[config.mk]
export PLATFORM = sky130hd
export DESIGN_NAME = spwc_top
export DESIGN_NICKNAME = d
export VERILOG_FILES = /design/src/spwc_pkg.sv /design/src/spwc_sync.sv /design/src/spwc_top.sv
export SDC_FILE = /design/constraint.sdc
export NUM_CORES = 1
export LEC_CHECK = 0
export BUFFER_PORTS_ARGS = -buffer_cell sky130_fd_sc_hd__buf_2
export CORE_AREA = 2 2 104 106
export DETAILED_ROUTE_END_ITERATION = 10
export DIE_AREA = 0 0 106 108
export GPL_ROUTABILITY_DRIVEN = 0
export HOLD_SLACK_MARGIN = 0.05
export PLACE_DENSITY = 0.84
export SLEW_MARGIN = 10
export SYNTH_ARGS = -nofsm -noshare
export SYNTH_HDL_FRONTEND = slang
export SYNTH_SLANG_ARGS = --single-unit
[constraint.sdc]
create_clock -name clk_i -period 3.5 [get_ports clk_i]
set_clock_uncertainty 0.1 [all_clocks]
set_input_delay 0.35 -clock clk_i [delete_from_list [all_inputs] [get_ports clk_i]]
set_output_delay 0.35 -clock clk_i [all_outputs]
set_load 0.03 [all_outputs]
[src/spwc_pkg.sv]
// constants, field layout and types for the serial pin and width control block
package spwc_pkg;
	localparam int          CLK_PERIOD_NS  = 100;
	localparam int          SCK_PERIOD_NS  = 800;
	localparam int          SCK_HALF_CYC   = (SCK_PERIOD_NS + 2 * CLK_PERIOD_NS - 1) /
		(2 * CLK_PERIOD_NS);
	localparam int          PIN_COUNT      = 4;
	localparam int          DATA_W         = 16;
	localparam int          BITCNT_W       = 5;
	localparam logic [4:0]  BITS_NARROW    = 5'h08;
	localparam logic [4:0]  BITS_WIDE      = 5'h10;
	// register byte addresses
	localparam logic [7:0]  ADR_CONTROL_1  = 8'h00;
	localparam logic [7:0]  ADR_CONTROL_2  = 8'h04;
	localparam logic [7:0]  ADR_DATA       = 8'h08;
	localparam logic [7:0]  ADR_STATUS     = 8'h0c;
	localparam logic [7:0]  ADR_IRQ_MASK   = 8'h10;
	// serial_port_control_2 field positions
	localparam int          POS_TRANSFER_WIDTH_SELECT_SEL   = 6;
	localparam int          POS_MODE_FAULT_FLAG_EN    = 4;
	localparam int          POS_BIDIR_OE   = 3;
	localparam int          POS_STOP_WAIT  = 1;
	localparam int          POS_PIN_CTRL   = 0;
	// control_1 and status field positions
	localparam int          POS_ENABLE     = 0;
	localparam int          POS_MASTER     = 1;
	localparam int          POS_ST_DONE    = 0;
	localparam int          POS_ST_MODE_FAULT_FLAG    = 1;
	localparam int          POS_ST_ABORT   = 2;
	localparam int          EVT_W          = 3;
	// reset values
	localparam logic [1:0]  CONTROL_1_RST  = 2'h0;
	localparam logic [2:0]  MASK_RST       = 3'h0;
	localparam logic [2:0]  STATUS_RST     = 3'h0;

	typedef struct packed {
		logic transfer_width_select;
		logic mode_fault_enable;
		logic bidir_output_enable;
		logic stop_clock_in_wait;
		logic serial_pin_control;
	} spwc_ctrl2_type;

	localparam spwc_ctrl2_type CONTROL_2_RST = '0;

	// synchronised pin levels travel together
	typedef struct packed {
		logic sck;
		logic ss_n;
		logic mosi;
		logic miso;
	} spwc_pins_type;

	typedef enum logic [1:0] {
		SPWC_IDLE   = 2'b00,
		SPWC_MASTER = 2'b01,
		SPWC_SLAVE  = 2'b10
	} spwc_state_type;
endpackage

[src/spwc_sync.sv]
// two flip-flop synchroniser for pin inputs
`timescale 1ns/1ns
module spwc_sync #(
	parameter int WIDTH = 1
) (
	input  wire logic             clk_i,
	input  wire logic             rst_i,
	input  wire logic             ce_i,
	input  wire logic [WIDTH-1:0] async_i,
	output logic      [WIDTH-1:0] sync_o
);
	logic [WIDTH-1:0] meta_ff;

	if (WIDTH < 1) begin : g_chk
		$error("spwc_sync: WIDTH must be at least 1");
	end

	// first stage is read only by the second stage
	always_ff @(posedge clk_i) begin
		if (rst_i) begin
			meta_ff <= '0;
			sync_o  <= '0;
		end else if (ce_i) begin
			meta_ff <= async_i;
			sync_o  <= meta_ff;
		end
	end
endmodule

[src/spwc_top.sv]
// serial port pin, width and wait control with a wishbone register slave
// Functional notes
// RQ1 - exactly four pins: data out/in, data in/out, serial clock, slave select
// RQ2 - normal mode: master drives master-out line, slave samples it
// RQ3 - width bit 6: 0 uses low byte only, 1 uses both bytes
// RQ4 - as master, changing width, fault enable or pin control aborts to idle
// RQ5 - fault enable clear in master mode: select pin unused, no fault check
// RQ6 - fault enable set: select pin watched and a fault is flagged
// RQ7 - slave mode: select pin is only an input whatever fault enable says
// RQ8 - bit 3 enables the master-out buffer as master, slave-out as slave
// RQ9 - master with bidirectional pins: changing output enable aborts to idle
// RQ10 - bit 1 set halts serial clock generation in wait mode
// RQ11 - bit 0 selects single-wire bidirectional pins, clear gives separate pins
// RQ12 - master bidirectional: master-in unused, master-out is the single data wire
// RQ13 - slave bidirectional: master-out unused, slave-out is the single data wire
//
// Local design decisions: the address map and register access over Wishbone.
`timescale 1ns/1ns
module spwc_top #(
	parameter int HALF_CYC = spwc_pkg::SCK_HALF_CYC
) (
	input  wire logic        clk_i,
	input  wire logic        rst_i,
	input  wire logic        ce_i,
	input  wire logic        wait_mode_i,
	input  wire logic        cyc_i,
	input  wire logic        stb_i,
	input  wire logic        we_i,
	input  wire logic [7:0]  adr_i,
	input  wire logic [3:0]  sel_i,
	input  wire logic [31:0] dat_i,
	output logic      [31:0] dat_o,
	output logic             ack_o,
	output logic             irq_o,
	input  wire logic        sck_i,
	output logic             sck_o,
	output logic             sck_oe_o,
	input  wire logic        ss_n_i,
	output logic             ss_n_o,
	output logic             ss_n_oe_o,
	input  wire logic        mosi_i,
	output logic             mosi_o,
	output logic             mosi_oe_o,
	input  wire logic        miso_i,
	output logic             miso_o,
	output logic             miso_oe_o
);
	if (HALF_CYC < 1 || HALF_CYC > 255) begin : g_chk
		$error("spwc_top: HALF_CYC must lie in 1..255");
	end

	spwc_pkg::spwc_ctrl2_type       ctrl2_ff;
	spwc_pkg::spwc_ctrl2_type       wr_ctrl2;
	spwc_pkg::spwc_pins_type        pins_s;
	spwc_pkg::spwc_state_type       st_ff;
	logic [1:0]                     ctrl1_ff;
	logic [spwc_pkg::EVT_W-1:0]     stat_ff;
	logic [spwc_pkg::EVT_W-1:0]     mask_ff;
	logic [spwc_pkg::EVT_W-1:0]     evt_set;
	logic [spwc_pkg::EVT_W-1:0]     evt_clr;
	logic [spwc_pkg::DATA_W-1:0]    tx_ff;
	logic [spwc_pkg::DATA_W-1:0]    rx_ff;
	logic [spwc_pkg::DATA_W-1:0]    sh_ff;
	logic [spwc_pkg::BITCNT_W-1:0]  bit_ff;
	logic [spwc_pkg::BITCNT_W-1:0]  bits_n;
	logic [7:0]                     cnt_ff;
	logic                           sck_ff;
	logic                           sck_q_ff;
	logic                           ack_ff;
	logic                           tx_pend_ff;
	logic                           wb_req;
	logic                           wb_wr;
	logic                           wb_rd;
	logic                           is_master;
	logic                           enabled;
	logic                           din;
	logic                           obit;
	logic                           halt;
	logic                           tick;
	logic                           abort;
	logic                           fault;
	logic                           done;
	logic                           sck_rise;
	logic                           last_bit;
	logic                           in_ff;
	logic                           nbit;

	spwc_sync #(
		.WIDTH (spwc_pkg::PIN_COUNT)
	) u_sync (
		.clk_i   (clk_i),
		.rst_i   (rst_i),
		.ce_i    (ce_i),
		.async_i ({sck_i, ss_n_i, mosi_i, miso_i}),
		.sync_o  (pins_s)
	);

	// wishbone classic: ack one cycle after the request, writes land on the ack edge
	assign wb_req = cyc_i & stb_i;
	assign wb_wr  = wb_req & ack_ff & we_i & sel_i[0];
	assign wb_rd  = wb_req & ack_ff & ~we_i;
	assign ack_o  = ack_ff;

	assign enabled   = ctrl1_ff[spwc_pkg::POS_ENABLE];
	assign is_master = ctrl1_ff[spwc_pkg::POS_MASTER];

	always_comb begin
		wr_ctrl2.transfer_width_select = dat_i[spwc_pkg::POS_TRANSFER_WIDTH_SELECT_SEL];
		wr_ctrl2.mode_fault_enable     = dat_i[spwc_pkg::POS_MODE_FAULT_FLAG_EN];
		wr_ctrl2.bidir_output_enable   = dat_i[spwc_pkg::POS_BIDIR_OE];
		wr_ctrl2.stop_clock_in_wait    = dat_i[spwc_pkg::POS_STOP_WAIT];
		wr_ctrl2.serial_pin_control    = dat_i[spwc_pkg::POS_PIN_CTRL];
	end

	// a master-side reconfiguration of the pins or width ends any frame
	always_comb begin
		abort = 1'b0;
		if (wb_wr && adr_i == spwc_pkg::ADR_CONTROL_2 && is_master) begin
			if (wr_ctrl2.transfer_width_select != ctrl2_ff.transfer_width_select ||
				wr_ctrl2.mode_fault_enable != ctrl2_ff.mode_fault_enable ||
				wr_ctrl2.serial_pin_control != ctrl2_ff.serial_pin_control) begin
				abort = 1'b1; // see RQ4
			end
			if (ctrl2_ff.serial_pin_control &&
				wr_ctrl2.bidir_output_enable != ctrl2_ff.bidir_output_enable) begin
				abort = 1'b1; // see RQ9
			end
		end
	end

	// select pin watched for a fault only when master with fault enable; no fault check otherwise
	assign fault = enabled & is_master & ctrl2_ff.mode_fault_enable & ~pins_s.ss_n; // see RQ6 RQ5

	assign bits_n = ctrl2_ff.transfer_width_select ? spwc_pkg::BITS_WIDE
		: spwc_pkg::BITS_NARROW; // see RQ3
	assign obit   = ctrl2_ff.transfer_width_select ? sh_ff[15] : sh_ff[7];

	// single-wire mode swaps which pin carries incoming data
	always_comb begin
		if (is_master) begin
			din = ctrl2_ff.serial_pin_control ? pins_s.mosi : pins_s.miso; // see RQ12 RQ2
		end else begin
			din = ctrl2_ff.serial_pin_control ? pins_s.miso : pins_s.mosi; // see RQ13 RQ2
		end
	end

	assign halt     = ctrl2_ff.stop_clock_in_wait & wait_mode_i; // see RQ10
	assign tick     = (st_ff == spwc_pkg::SPWC_MASTER) && !halt &&
		cnt_ff == 8'(HALF_CYC - 1);
	assign sck_rise = pins_s.sck & ~sck_q_ff;
	assign last_bit = bit_ff == bits_n;
	// master takes the bit latched at its rising edge, slave the pin itself
	assign nbit     = (st_ff == spwc_pkg::SPWC_MASTER) ? in_ff : din;

	always_comb begin
		done = 1'b0;
		if (st_ff == spwc_pkg::SPWC_MASTER && tick && sck_ff && last_bit) begin
			done = 1'b1;
		end
		if (st_ff == spwc_pkg::SPWC_SLAVE && sck_rise &&
			bit_ff == bits_n - 5'h01) begin
			done = 1'b1;
		end
	end

	always_comb begin
		evt_set                          = '0;
		evt_set[spwc_pkg::POS_ST_DONE]   = done;
		evt_set[spwc_pkg::POS_ST_MODE_FAULT_FLAG]   = fault;
		evt_set[spwc_pkg::POS_ST_ABORT]  = abort & (st_ff == spwc_pkg::SPWC_MASTER);
		evt_clr                          = '0;
		if (wb_rd && adr_i == spwc_pkg::ADR_STATUS) begin
			evt_clr = '1;
		end
	end

	always_ff @(posedge clk_i) begin
		if (rst_i) begin
			ack_ff <= 1'b0;
			dat_o  <= '0;
		end else if (ce_i) begin
			ack_ff <= wb_req & ~ack_ff;
			if (wb_req && !ack_ff) begin
				unique case (adr_i)
					spwc_pkg::ADR_CONTROL_1: dat_o <= {30'h0, ctrl1_ff};
					spwc_pkg::ADR_CONTROL_2: dat_o <= {25'h0,
						ctrl2_ff.transfer_width_select, 1'b0,
						ctrl2_ff.mode_fault_enable, ctrl2_ff.bidir_output_enable,
						1'b0, ctrl2_ff.stop_clock_in_wait,
						ctrl2_ff.serial_pin_control};
					spwc_pkg::ADR_DATA:      dat_o <= {16'h0, rx_ff};
					spwc_pkg::ADR_STATUS:    dat_o <= {29'h0, stat_ff};
					spwc_pkg::ADR_IRQ_MASK:  dat_o <= {29'h0, mask_ff};
					default:                 dat_o <= '0;
				endcase
			end
		end
	end

	// control registers; a mode fault throws the unit out of master mode
	always_ff @(posedge clk_i) begin
		if (rst_i) begin
			ctrl1_ff <= spwc_pkg::CONTROL_1_RST;
			ctrl2_ff <= spwc_pkg::CONTROL_2_RST;
			mask_ff  <= spwc_pkg::MASK_RST;
		end else if (ce_i) begin
			if (wb_wr && adr_i == spwc_pkg::ADR_CONTROL_1) begin
				ctrl1_ff <= dat_i[1:0];
			end
			if (fault) begin
				ctrl1_ff[spwc_pkg::POS_MASTER] <= 1'b0; // see RQ6
			end
			if (wb_wr && adr_i == spwc_pkg::ADR_CONTROL_2) begin
				ctrl2_ff <= wr_ctrl2; // see RQ11
			end
			if (wb_wr && adr_i == spwc_pkg::ADR_IRQ_MASK) begin
				mask_ff <= dat_i[spwc_pkg::EVT_W-1:0];
			end
		end
	end

	// sticky events: a new event in the clearing cycle survives
	always_ff @(posedge clk_i) begin
		if (rst_i) begin
			stat_ff <= spwc_pkg::STATUS_RST;
		end else if (ce_i) begin
			stat_ff <= (stat_ff & ~evt_clr) | evt_set;
		end
	end

	assign irq_o = |(stat_ff & mask_ff);

	// transmit word: high byte only written when its lane is selected
	always_ff @(posedge clk_i) begin
		if (rst_i) begin
			tx_ff      <= '0;
			tx_pend_ff <= 1'b0;
		end else if (ce_i) begin
			if (wb_wr && adr_i == spwc_pkg::ADR_DATA) begin
				tx_ff[7:0] <= dat_i[7:0];
				if (sel_i[1]) begin
					tx_ff[15:8] <= dat_i[15:8];
				end
				tx_pend_ff <= 1'b1;
			end else if (st_ff == spwc_pkg::SPWC_IDLE && tx_pend_ff && enabled) begin
				tx_pend_ff <= 1'b0;
			end
		end
	end

	// shift engine: master generates the clock, slave follows the sampled one
	always_ff @(posedge clk_i) begin
		if (rst_i) begin
			st_ff    <= spwc_pkg::SPWC_IDLE;
			sh_ff    <= '0;
			rx_ff    <= '0;
			bit_ff   <= '0;
			cnt_ff   <= '0;
			sck_ff   <= 1'b0;
			sck_q_ff <= 1'b0;
			in_ff    <= 1'b0;
		end else if (ce_i) begin
			sck_q_ff <= pins_s.sck;
			if (done) begin
				rx_ff <= ctrl2_ff.transfer_width_select ? {sh_ff[14:0], nbit}
					: {8'h00, sh_ff[6:0], nbit}; // see RQ3
			end
			unique case (st_ff)
				spwc_pkg::SPWC_IDLE: begin
					sck_ff <= 1'b0;
					cnt_ff <= '0;
					bit_ff <= '0;
					if (enabled && tx_pend_ff) begin
						sh_ff <= tx_ff;
					end
					if (enabled && is_master && tx_pend_ff && !fault) begin
						st_ff <= spwc_pkg::SPWC_MASTER;
					end else if (enabled && !is_master && !pins_s.ss_n) begin
						st_ff <= spwc_pkg::SPWC_SLAVE; // see RQ7
					end
				end
				spwc_pkg::SPWC_MASTER: begin
					if (abort || fault || !enabled || !is_master) begin
						st_ff  <= spwc_pkg::SPWC_IDLE; // see RQ4 RQ9
						sck_ff <= 1'b0;
					end else if (!halt) begin
						cnt_ff <= tick ? 8'h00 : cnt_ff + 8'h01;
						if (tick) begin
							sck_ff <= ~sck_ff;
							// out bit moves on the falling edge so it is settled at the rise
							if (!sck_ff) begin
								in_ff  <= din;
								bit_ff <= bit_ff + 5'h01;
							end else begin
								sh_ff <= {sh_ff[14:0], in_ff};
								if (last_bit) begin
									st_ff <= spwc_pkg::SPWC_IDLE;
								end
							end
						end
					end
				end
				spwc_pkg::SPWC_SLAVE: begin
					if (pins_s.ss_n || !enabled || is_master) begin
						st_ff <= spwc_pkg::SPWC_IDLE; // see RQ7
					end else if (sck_rise) begin
						sh_ff  <= {sh_ff[14:0], din};
						bit_ff <= done ? 5'h00 : bit_ff + 5'h01;
					end
				end
				default: st_ff <= spwc_pkg::SPWC_IDLE;
			endcase
		end
	end

	// pin drivers; the select pin is never driven by this unit
	assign sck_o     = sck_ff;
	assign sck_oe_o  = enabled & is_master; // see RQ1
	assign ss_n_o    = 1'b0;
	assign ss_n_oe_o = 1'b0; // see RQ5 RQ7
	assign mosi_o    = is_master & obit;
	assign miso_o    = ~is_master & obit;
	assign mosi_oe_o = enabled & is_master &
		(~ctrl2_ff.serial_pin_control | ctrl2_ff.bidir_output_enable); // see RQ2 RQ8 RQ12
	assign miso_oe_o = enabled & ~is_master & ~pins_s.ss_n &
		(~ctrl2_ff.serial_pin_control | ctrl2_ff.bidir_output_enable); // see RQ8 RQ13
endmodule
# Word level (Yosys, flattened, before mapping)
# Index checks and enable logic that the tools add are counted.
# op_classes
add_sub_neg	3
n_eq_ne	27
mux	51
n_bitwise	32
n_reduce_logical	58
# op_table
cell	n
$mux W16	8
$pmux W16 S5	1
$pmux W16 S3	1
$mux W5	8
$mux W8	3
$logic_and A1 B1 Y1	23
$and A1 B1 Y1	18
$mux W2	9
$eq A8 B4 Y1 const B	2
$mux W1	16
$pmux W8 S2	1
$reduce_and A2 Y1	8
$pmux W5 S3	1
$ne A2 B2 Y1 const B	7
$ne A3 B2 Y1 const B	4
$eq A5 B5 Y1	2
$not A1 Y1	9
$reduce_and A9 Y1	1
$add A8 B1 Y8 const B	1
$eq A8 B2 Y1 const B	1
$eq A8 B3 Y1 const B	1
$eq A8 B5 Y1 const B	1
$logic_not A8 Y1	1
$reduce_and A4 Y1	2
24 further kinds	42
# totals
reg_bits	121
inputBits	55
output_inout_bits	42
elab_cells	195

# Depth between registers and ports, before layout
# Gate-level depths: netlist (run 1).
# logic_depth
ltp_word	13
depth_mapped	10
ltp_nobuf	7

# Cells and area by module
# Synthesis (run 1) repeated with hierarchy kept, for this count alone.
# hier_totals
hier_cells	592
hier_area_um2	5129.9
# by_module_without_submodules
mod	instances	cells_each	area_each_um2	seq_area_each_um2
spwc_top	1	566	4844.6	1941.9
spwc_sync	1	26	285.3	160.2

# Worst setup path after synthesis (run 1)
# No wires, ideal clock.
# synth_path
path_kind	input to register
startpoint	input port adr_i[1]
endpoint	register sh_ff[10] (netlist bit)
setup_ns	0.080
arrival_ns	2.300
required_ns	3.320
path_slack_ns	1.020
path_stages	8
path_buffers	2
cell_sequence	or4b_1 or4_4 a21oi_4 o41ai_2 and2_1 buf_6 buf_6 a211oi_2
# synth_between
elab_chain_len	9
# synth_lines
element	line_no	rtl
from (decl)	spwc_top.sv:29	input wire logic [7:0] adr_i,
$eq A8 B3 Y1	spwc_top.sv:118	if (wb_wr && adr_i == spwc_pkg::ADR_CONTROL_2 && is_master) begin
$logic_and A1 B1 Y1 (2 in a row)	spwc_top.sv:118	
$mux W1	spwc_top.sv:118	
$logic_or A1 B1 Y1 (3 in a row)	spwc_top.sv:283	if (abort || fault || !enabled || !is_master) begin
$ne A2 B2 Y1 (no source line)	--	
$reduce_and A9 Y1 (no source line)	--	
to (signal assigned)	spwc_top.sv:274	sh_ff <= tx_ff;
to (signal assigned)	spwc_top.sv:295	sh_ff <= {sh_ff[14:0], in_ff};
to (signal assigned)	spwc_top.sv:307	sh_ff <= {sh_ff[14:0], din};
to (decl)	spwc_top.sv:63	logic [spwc_pkg::DATA_W-1:0] sh_ff;
# Every way passes these cells.
# A chain may end at the register's enable or synchronous reset.

# Final worst setup path (run 1)
# layout_path
startpoint	register cnt_ff[0]
endpoint	register rx_ff[0] (netlist bit)
# layout_between
elab_chain_len	8
# layout_lines
element	line_no	rtl
from (decl)	spwc_top.sv:66	logic [7:0] cnt_ff;
from (signal assigned)	spwc_top.sv:287	cnt_ff <= tick ? 8'h00 : cnt_ff + 8'h01;
$eq A8 B2 Y1	spwc_top.sv:149	cnt_ff == 8'(HALF_CYC - 1);
$logic_and A1 B1 Y1	spwc_top.sv:148	assign tick = (st_ff == spwc_pkg::SPWC_MASTER) && !halt &&
$logic_and A1 B1 Y1 (3 in a row)	spwc_top.sv:157	if (st_ff == spwc_pkg::SPWC_MASTER && tick && sck_ff && last_bit) begin
$mux W1	spwc_top.sv:157	
$mux W1	spwc_top.sv:160	if (st_ff == spwc_pkg::SPWC_SLAVE && sck_rise &&
$reduce_and A2 Y1 (no source line)	--	
to (signal assigned)	spwc_top.sv:265	rx_ff <= ctrl2_ff.transfer_width_select ? {sh_ff[14:0], nbit}
to (decl)	spwc_top.sv:62	logic [spwc_pkg::DATA_W-1:0] rx_ff;
# Every way passes these cells.

==> results.toml, run 1 <==
[run_status]
status = "finished, final reports clean"

[place]
placed_cells = 781
place_ws_ns = 0.620
dp_hpwl_um = 8690
port_buffers = 60
dpl-instance-area_um2 = 5360

[floorplan]
placementRows = 37
die_width_um = 106
coreArea_um2 = 10200
dieArea_um2 = 11400
initial_core_util = 0.494
fp.dieH_um = 108
ioPinCount = 97

[synth]
synth.cell_area_um2 = 5060
ys_seq_area_frac = 0.416
ys_types = 59
syn_avg_cell_area_um2 = 8.24
yosysWarningCount = 0
synth_edf_count = 0
synthArstFlopShare = 0
synth_area_leaders = "dfxtp_1, a21oi_1, nand2_1"
syn_inst = 614
synth_top_cell_by_area = "dfxtp_1"
synthFlopType = "dfxtp_1"
ys_seq_elements = 105
synth.top_cell.area_share = 0.416

[global_route]
gr-usage-all-layers = 0.213
antenna_found_initial = 0
grt_max_degree = 109
grt.overflow.total = 0
first_global_vias = 4126
grt_pass1_wl_um = 19700

[timing]
relSlewSlack = 0.237
rsz0062_at_grt = "false"
period_needed_ns = 2.94
fmax_mhz = 340
tightest_slew_ns = 1.14
finalSetupViolCount = 0
tns_ns = 0
setup_ws_ns = 0.563
report.final.hold_viol_count = 0
slew_violations = 0
finalHoldWorstSlack_ns = 0.104
period_share = 0.839

[worst_hold_path]
min_path_type = "in2reg"

[worst_setup_path]
cp_max_fo = 17
critPathLaunchType = "flip-flop"
crit_buf_inv = 1
critPathArrivalTime_ns = 3.06
path_delay_family = "simple AND/OR/NAND/NOR gates"
required_ns = 3.62
crit_chain = "ha_1 -> nor4b_2 -> nand4_1 -> nor4_1 -> buf_4 -> o21a_1 -> mux2i_1 -> nor2_1"
critPathKind = "reg2reg"
slowest_delay_ns = 0.51
critical_path.slowest_cell = "o21a_1"
end_kind = "flip-flop"

[cts]
cts_buffer_depth = 2
root_buffer = "clkbuf_8"
cts_tree = "yes"
cts_setup_buffers = 0
clkSinkCount = 105
cts_resized = 0
cts_buffers = 9
htree_levels = 3
cts_hold_buf = 0
insertion_delay_ns = 0.38
clkSlewWorstSetupHoldPaths_ns = 0.11

[cells_and_area]
syn2layout_area_growth_pct = 10.1
stdcell_area_um2 = 5570
utilization = 0.545
finalNetCount = 718
final_layout_size_suffix_gt1_frac = 0.163
final_cells = 797
diodes = 0

[routing]
routed_wl_um = 12200
drtPass1Iterations = 5
drc = 0
wire_per_inst_um = 15.3
drtIter0Drc = 482
viasPerCell = 5.76
vias = 4593
ant_nets = 0

[power_and_ir_drop]
power_density_nw_per_um2 = 381
leakage_nw = 2.05
total_power_mw = 2.12
worst_ir_drop_vdd_mv = 0.227

[run]
cap_viol_max_count = 0
metal layers:
metal  GRT usage  share of wire  wire, um  vias to the layer above
li1            -              -         -                     2222
met1       0.282           0.44      5340                     2160
met2       0.343           0.47      5760                      192
met3      0.0404          0.073       896                       19
met4      0.0874          0.018       214                        0
met5           0              0         0                        -
flip-flops by register name, summed over array words and instances, names as in the netlist, 2 cells and up:
signal          cells
dat_o              16
rx_ff              16
sh_ff              16
tx_ff              16
cnt_ff              8
bit_ff              5
ctrl2_ff            5
u_sync.meta_ff      4
u_sync.sync_o       4
mask_ff             3
stat_ff             3
ctrl1_ff            2
st_ff               2
cells by family after synthesis:
| kind of cell | Yosys count | synth area share |
|---|---|---|
| compound gates | 165 | 0.212 |
| xor+xnor | 4 | 0.00693 |
| fa+ha+maj | 7 | 0.0173 |
| buf+inv | 67 | 0.0668 |
| flops | 105 | 0.416 |
| mux | 24 | 0.0482 |
| other cells | 1 | 0.000741 |
| simple gates | 241 | 0.233 |
synth_stat cells, types with 4 or more instances:
| cell | count |
|---|---|
| o21ai_0 | 15 |
| nor4_1 | 4 |
| ha_1 | 7 |
| clkbuf_1 | 29 |
| a21oi_1 | 83 |
| nand2_1 | 81 |
| nand2b_1 | 5 |
| dfxtp_1 | 105 |
| a211oi_2 | 10 |
| nor2b_1 | 23 |
| a211oi_1 | 10 |
| nand3b_1 | 4 |
| a31oi_1 | 8 |
| buf_4 | 18 |
| nor2_1 | 47 |
| nand3_1 | 38 |
| a22oi_1 | 13 |
| inv_1 | 14 |
| nor3_1 | 6 |
| nand4_1 | 8 |
| or2_2 | 4 |
| or3_1 | 5 |
| mux2i_1 | 21 |
layout make-up:
cell class	count	area [um^2]
repair buffers	67	355
clock buffers	11	141
multi-input cells	459	2680
flip-flops and latches	105	2100
well taps	136	170
clock inverters	5	67.6
fillers	914	4660
inverters	14	52.6
path summary, 6_finish.rpt:
path                            slack (ns)         to  cells past startpoint      start
worst max-delay path                  0.56   rx_ff[0]                      8  cnt_ff[0]
worst max register to register        0.56   rx_ff[0]                      8  cnt_ff[0]
worst min-delay path                  0.10  tx_ff[11]                      3  dat_i[11]
worst min register to register        0.35   tx_ff[1]                      2   tx_ff[1]
worst reg2reg max path, stage by stage, from the launching register on:
cell,delay [ns]
dfxtp_1,0.39
ha_1,0.24
nor4b_2,0.32
nand4_1,0.37
nor4_1,0.37
buf_4,0.19
o21a_1,0.51
mux2i_1,0.25
nor2_1,0.06
layout by cell type (no fill, tap or decap), types with 4 or more instances in the layout:
cell,Yosys,layout
nor3_1,6,6
or2_2,4,4
mux2i_1,21,21
a22oi_1,13,13
buf_4,18,8
a211oi_2,10,10
a211oi_1,10,10
inv_1,14,14
conb_1,1,18
ha_1,7,7
nor4_1,4,4
nand2b_1,5,5
nand3_1,38,38
nor2_1,47,47
o21ai_0,15,15
nand4_1,8,8
clkbuf_8,0,10
a21oi_1,83,83
nand2_1,81,81
buf_2,3,59
nand3b_1,4,4
or3_1,5,5
nor2b_1,23,23
a31oi_1,8,8
dfxtp_1,105,105
power by group:
group | switching, mW | internal [mW]
logic | 0.0905 | 0.0326
clock network | 0.432 | 0.362
registers | 0.00389 | 1.20
No activity file was read; power rests on OpenSTA's default activity.
==> inputs of run 2 (changes only) <==
- ABC_AREA: default -> 1
- CORE_AREA: 2 2 104 106 -> 2 2 106 108
- DIE_AREA: 0 0 106 108 -> 0 0 108 110
- clock period: 3.5 -> 2.98 ns (I/O delays scaled with it)
==> run 2 against run 1 <==
  * Routed wire length is 2.5% higher
  * Via count is 6.1% higher
  * Final area increased by 3.9%
  * Sequential share of layout area fell by 1.4 points
  * Die area grew 3.8%
  * Clock-buffer cell count is 2 lower
  * Sequential cell count is the same
  * Combinational power rose to 3.1 times the previous value
  * Maximum frequency is 18% higher
  * Largest cell class unchanged
==> results.toml, run 2 <==
[run_status]
status = "finished, final reports clean"

[floorplan]
initial_core_util = 0.493
placementRows = 38
coreArea_um2 = 10700
dieArea_um2 = 11900
fp.dieH_um = 110
die_width_um = 108
ioPinCount = 97

[routing]
viasPerCell = 5.23
drc = 0
highest_layer = "met4"
wire_per_inst_um = 13.4
met1_length_um = 5700
route.met2.wl_um = 5910
wl_met3_um = 720
ant_nets = 0
vias = 4872
routed_wl_um = 12500
drtPass1Iterations = 5
drtIter0Drc = 419

[synth]
synth_edf_count = 0
ys_types = 47
synthArstFlopShare = 0
yosysWarningCount = 0
syn_avg_cell_area_um2 = 7.12
synth.most_common_cell = "nand2_1"
synthFlopType = "dfxtp_1"
ys_seq_area_frac = 0.399
ys_seq_elements = 105
synth_area_leaders = "dfxtp_1, a21oi_1, nand2_1"
synth.cell_area_um2 = 5270
synth_top_cell_by_area = "dfxtp_1"
synth.top_cell.area_share = 0.399
syn_inst = 741
synth_common_cells = "nand2_1, dfxtp_1, a21oi_1"

[cts]
cts_tree = "yes"
cts_buffer_depth = 2
clkSinkCount = 105
cts_buffers = 9
insertion_delay_ns = 0.38
htree_levels = 3
root_buffer = "clkbuf_8"
cts_setup_buffers = 0
clkSlewWorstSetupHoldPaths_ns = 0.11

[worst_setup_path]
critical_path.slowest_cell = "ha_1"
crit_buf_inv = 1
cpMostUsedCell = "nand2_1"
critPathArrivalTime_ns = 2.64
regToRegStartpoint = "st_ff[1]"
path_delay_family = "simple AND/OR/NAND/NOR gates"
end_kind = "flip-flop"
critPathKind = "reg2reg"
crit_chain = "inv_1 -> ha_1 -> nand2_1 -> nor2_1 -> nand2_2 -> o21ai_2 -> nand2_1 -> o21ai_0 -> a21oi_1"
cp-startpoint = "st_ff[1]"
critPathLaunchType = "flip-flop"
cp_max_fo = 22
slowest_delay_ns = 0.47
required_ns = 3.13

[cells_and_area]
mostFrequentLayoutCells = "nand2_1, dfxtp_1, a21oi_1, nor2_1, inv_1"
final_layout_size_suffix_gt1_frac = 0.150
diodes = 0
fillCellCount = 1044
final_common_cell = "nand2_1"
syn2layout_area_growth_pct = 9.82
finalNetCount = 849
stdcell_area_um2 = 5790

[timing]
fmax_mhz = 401
rsz0062_at_grt = "false"
slew_violations = 0
period_needed_ns = 2.49
tns_ns = 0
period_share = 0.836
report.final.hold_viol_count = 0
tightest_slew_ns = 0.663
finalSetupViolCount = 0
setup_ws_ns = 0.489
relSlewSlack = 0.557

[global_route]
antenna_found_initial = 0
grt_pass1_wl_um = 20800
gr-usage-all-layers = 0.219
first_global_vias = 4438
grt.overflow.total = 0
grt_max_degree = 60

[place]
dpl-instance-area_um2 = 5540
place_ws_ns = 0.568
dp_hpwl_um = 8610
port_buffers = 60

[worst_hold_path]
hold_start = "dat_i[15]"
min_path_type = "in2reg"

[power_and_ir_drop]
worst_ir_drop_vdd_mv = 0.220
leakage_nw = 2.27
power_density_nw_per_um2 = 470

[run]
cap_viol_max_count = 0
run 2: worst paths after layout:
kind / cells past startpoint / slack (ns) / endpoint
hold / removal: 3 / 0.08 / tx_ff[15]
setup reg to reg: 9 / 0.49 / rx_ff[3]
hold reg to reg: 2 / 0.36 / tx_ff[15]
setup / recovery: 9 / 0.49 / rx_ff[3]
run 2: through the flow:
| step | total power [mW] | std cells | utilization | hold WS (ns) |
|---|---|---|---|---|
| after floorplan | 1.79 | 758 | - | 0.325 |
| after global placement | 1.84 | 912 | 0.518 | 0.338 |
| final | 2.72 | 932 | 0.541 | 0.0777 |
| after detailed placement | 1.85 | 912 | 0.518 | 0.347 |
| after global routing | 2.84 | 932 | 0.541 | 0.107 |
| after CTS | 2.73 | 932 | 0.541 | 0.0796 |
run 2: cells by family after synthesis:
logic type	after synthesis	synth area share
fa+ha+maj	7	0.0166
flops	105	0.399
other cells	1	0.000711
simple gates	309	0.271
compound gates	180	0.185
xor+xnor	4	0.00665
buf+inv	135	0.122
run 2: cell type report:
class	instances	area (um^2)	share of cell area
tap	140	175	0.0303
timing repair buffer	73	408	0.0704
sequential	105	2100	0.363
clock inverter	7	86.3	0.0149
clock buffer	9	124	0.0214
multi-input combinational	518	2590	0.448
inverter	80	303	0.0523
run 2: timing repair:
| item | CTS | global route |
|---|---|---|
| hold buffers | 4 | 0 |
| gates resized for setup | 0 | 0 |
| hold endpoints to repair | 4 | 0 |
run 2: power breakdown:
| group | switching, mW | leakage [nW] | internal, mW | total [mW] |
|---|---|---|---|---|
| sequential | 0.0177 | 0.849 | 1.43 | 1.45 |
| clock | 0.561 | 0.104 | 0.335 | 0.896 |
| combinational | 0.272 | 1.32 | 0.105 | 0.377 |
| total | 0.851 | 2.27 | 1.87 | 2.72 |
run 2: routing by layer:
layer | vias up | track usage
met4 | 0 | 0.0687
met2 | 148 | 0.367
met5 | - | 0
met1 | 2201 | 0.289
li1 | 2507 | -
met3 | 16 | 0.0359
run 2: worst reg2reg max path: cells and delay by family, from the launching register on:
kind / cells / cell delay, ns
simple gates: 4 / 0.76
buf+inv: 1 / 0.09
fa+ha+maj: 1 / 0.47
flops: 1 / 0.36
compound gates: 3 / 0.58
==> inputs of run 3 (changes only) <==
- clock period: 2.98 -> 2.58 ns (I/O delays scaled with it)
==> run 3 against run 2 <==
  * Routed wire length rose by 0.76%
  * Sequential share of layout area fell by 0.40 points
  * Sequential cell count did not move
  * Via count rose by 0.41%
  * Sequential power rose by 16%
  * Non-clock buffer count rose by 8
  * Register-to-register slack got worse by 0.19 ns
  * Maximum frequency rose by 9.1%
  * Final cell count rose by 0.86%
  * Total power rose by 17%
  * Critical path type unchanged
  * Largest cell class unchanged
==> results.toml, run 3 (synthesized netlist as in run 2, its figures left out) <==
[cts]
cts_setup_buffers = 0
root_buffer = "clkbuf_8"
htree_levels = 3
cts_buffer_depth = 2
cts_buffers = 9
clkSinkCount = 105
cts_resized = 0
cts_tree = "yes"
insertion_delay_ns = 0.39
clkSlewWorstSetupHoldPaths_ns = 0.11

[worst_setup_path]
cp_max_fo = 19
required_ns = 2.81
critPathKind = "reg2reg"
end_kind = "flip-flop"
critPathLaunchType = "flip-flop"
critPathArrivalTime_ns = 2.51

[routing]
ant_nets = 0
wire_per_inst_um = 13.4
drtPass1Iterations = 5
drtIter0Drc = 556
drc = 0
routed_wl_um = 12600
viasPerCell = 5.20
vias = 4892

[timing]
relSlewSlack = 0.568
period_share = 0.885
tns_ns = 0
report.final.hold_viol_count = 0
fmax_mhz = 438
slew_violations = 0
tightest_slew_ns = 0.648
finalSetupViolCount = 0
period_needed_ns = 2.28
rsz0062_at_grt = "false"

[power_and_ir_drop]
worst_ir_drop_vdd_mv = 0.269
leakage_nw = 2.31
power_density_nw_per_um2 = 543

[floorplan]
placementRows = 38
initial_core_util = 0.493
die_width_um = 108
coreArea_um2 = 10700
dieArea_um2 = 11900
ioPinCount = 97
fp.dieH_um = 110

[global_route]
grt_pass1_wl_um = 21100
grt.overflow.total = 0
gr-usage-all-layers = 0.221
grt_max_degree = 60
antenna_found_initial = 0
first_global_vias = 4462

[cells_and_area]
utilization = 0.547
final_common_cell = "nand2_1"
mostFrequentLayoutCells = "nand2_1, dfxtp_1, a21oi_1, nor2_1, inv_1"
finalNetCount = 857
diodes = 0
syn2layout_area_growth_pct = 11.1
final_layout_size_suffix_gt1_frac = 0.154

[place]
port_buffers = 60
dp_hpwl_um = 8750

[run_status]
status = "finished, final reports clean"

[run]
cap_viol_max_count = 0

[worst_hold_path]
min_path_type = "in2reg"
[run 3: layout make-up]
class,instances,area [um^2]
fillers,1030,4840
multi-input cells,518,2590
flip-flops and latches,105,2100
repair buffers,81,478
inverters,80,303
well taps,140,175
clock buffers,9,124
clock inverters,7,81.3
[run 3: timing repair]
item	4_1_cts	5_1_grt
endpoints found under the hold margin	8	0
hold buffers	8	0
endpoints found under the setup margin	0	0
[run 3: final timing paths]
| path | startpoint | endpoint | slack (ns) | cells past startpoint |
|---|---|---|---|---|
| max reg2reg | st_ff[1] | rx_ff[3] | 0.30 | 9 |
| max | st_ff[1] | rx_ff[3] | 0.30 | 9 |
| min | dat_i[8] | tx_ff[8] | 0.06 | 3 |
| min reg2reg | tx_ff[7] | tx_ff[7] | 0.35 | 2 |
[run 3: where the power goes]
group	total [mW]	internal (mW)	leakage [nW]	switching (mW)
Combinational	0.448	0.127	1.36	0.321
Sequential	1.68	1.65	0.849	0.0219
Clock	1.06	0.388	0.103	0.668
Total	3.18	2.17	2.31	1.01
[run 3: routing by layer]
layer | vias up | share of wire | global-route usage
met5 | - | 0 | 0
met4 | 0 | 0.030 | 0.103
met3 | 27 | 0.055 | 0.0329
met2 | 156 | 0.44 | 0.347
met1 | 2190 | 0.47 | 0.302
li1 | 2519 | - | -
[run 3: metrics by stage]
| step | hold slack, ns | cells | setup slack, ns | area [um^2] | power [mW] |
|---|---|---|---|---|---|
| floorplan | 0.293 | 758 | 0.694 | 5340 | 2.07 |
| global placement | 0.336 | 916 | 0.423 | 5570 | 2.13 |
| detailed placement | 0.339 | 916 | 0.376 | 5570 | 2.14 |
| CTS | 0.0549 | 940 | 0.327 | 5860 | 3.17 |
| global route | 0.0782 | 940 | 0.0390 | 5860 | 3.30 |
| finish | 0.0575 | 940 | 0.297 | 5860 | 3.18 |
[run 3: worst max-delay path: stages, from the launching register on]
cell and delay, ns:
dfxtp_1 0.36, inv_1 0.10, ha_1 0.35, nand2_1 0.10, nor2_1 0.14, nand2_2 0.11, o21ai_2 0.14, nand2_1 0.37
buf_4 0.30, a21oi_1 0.15
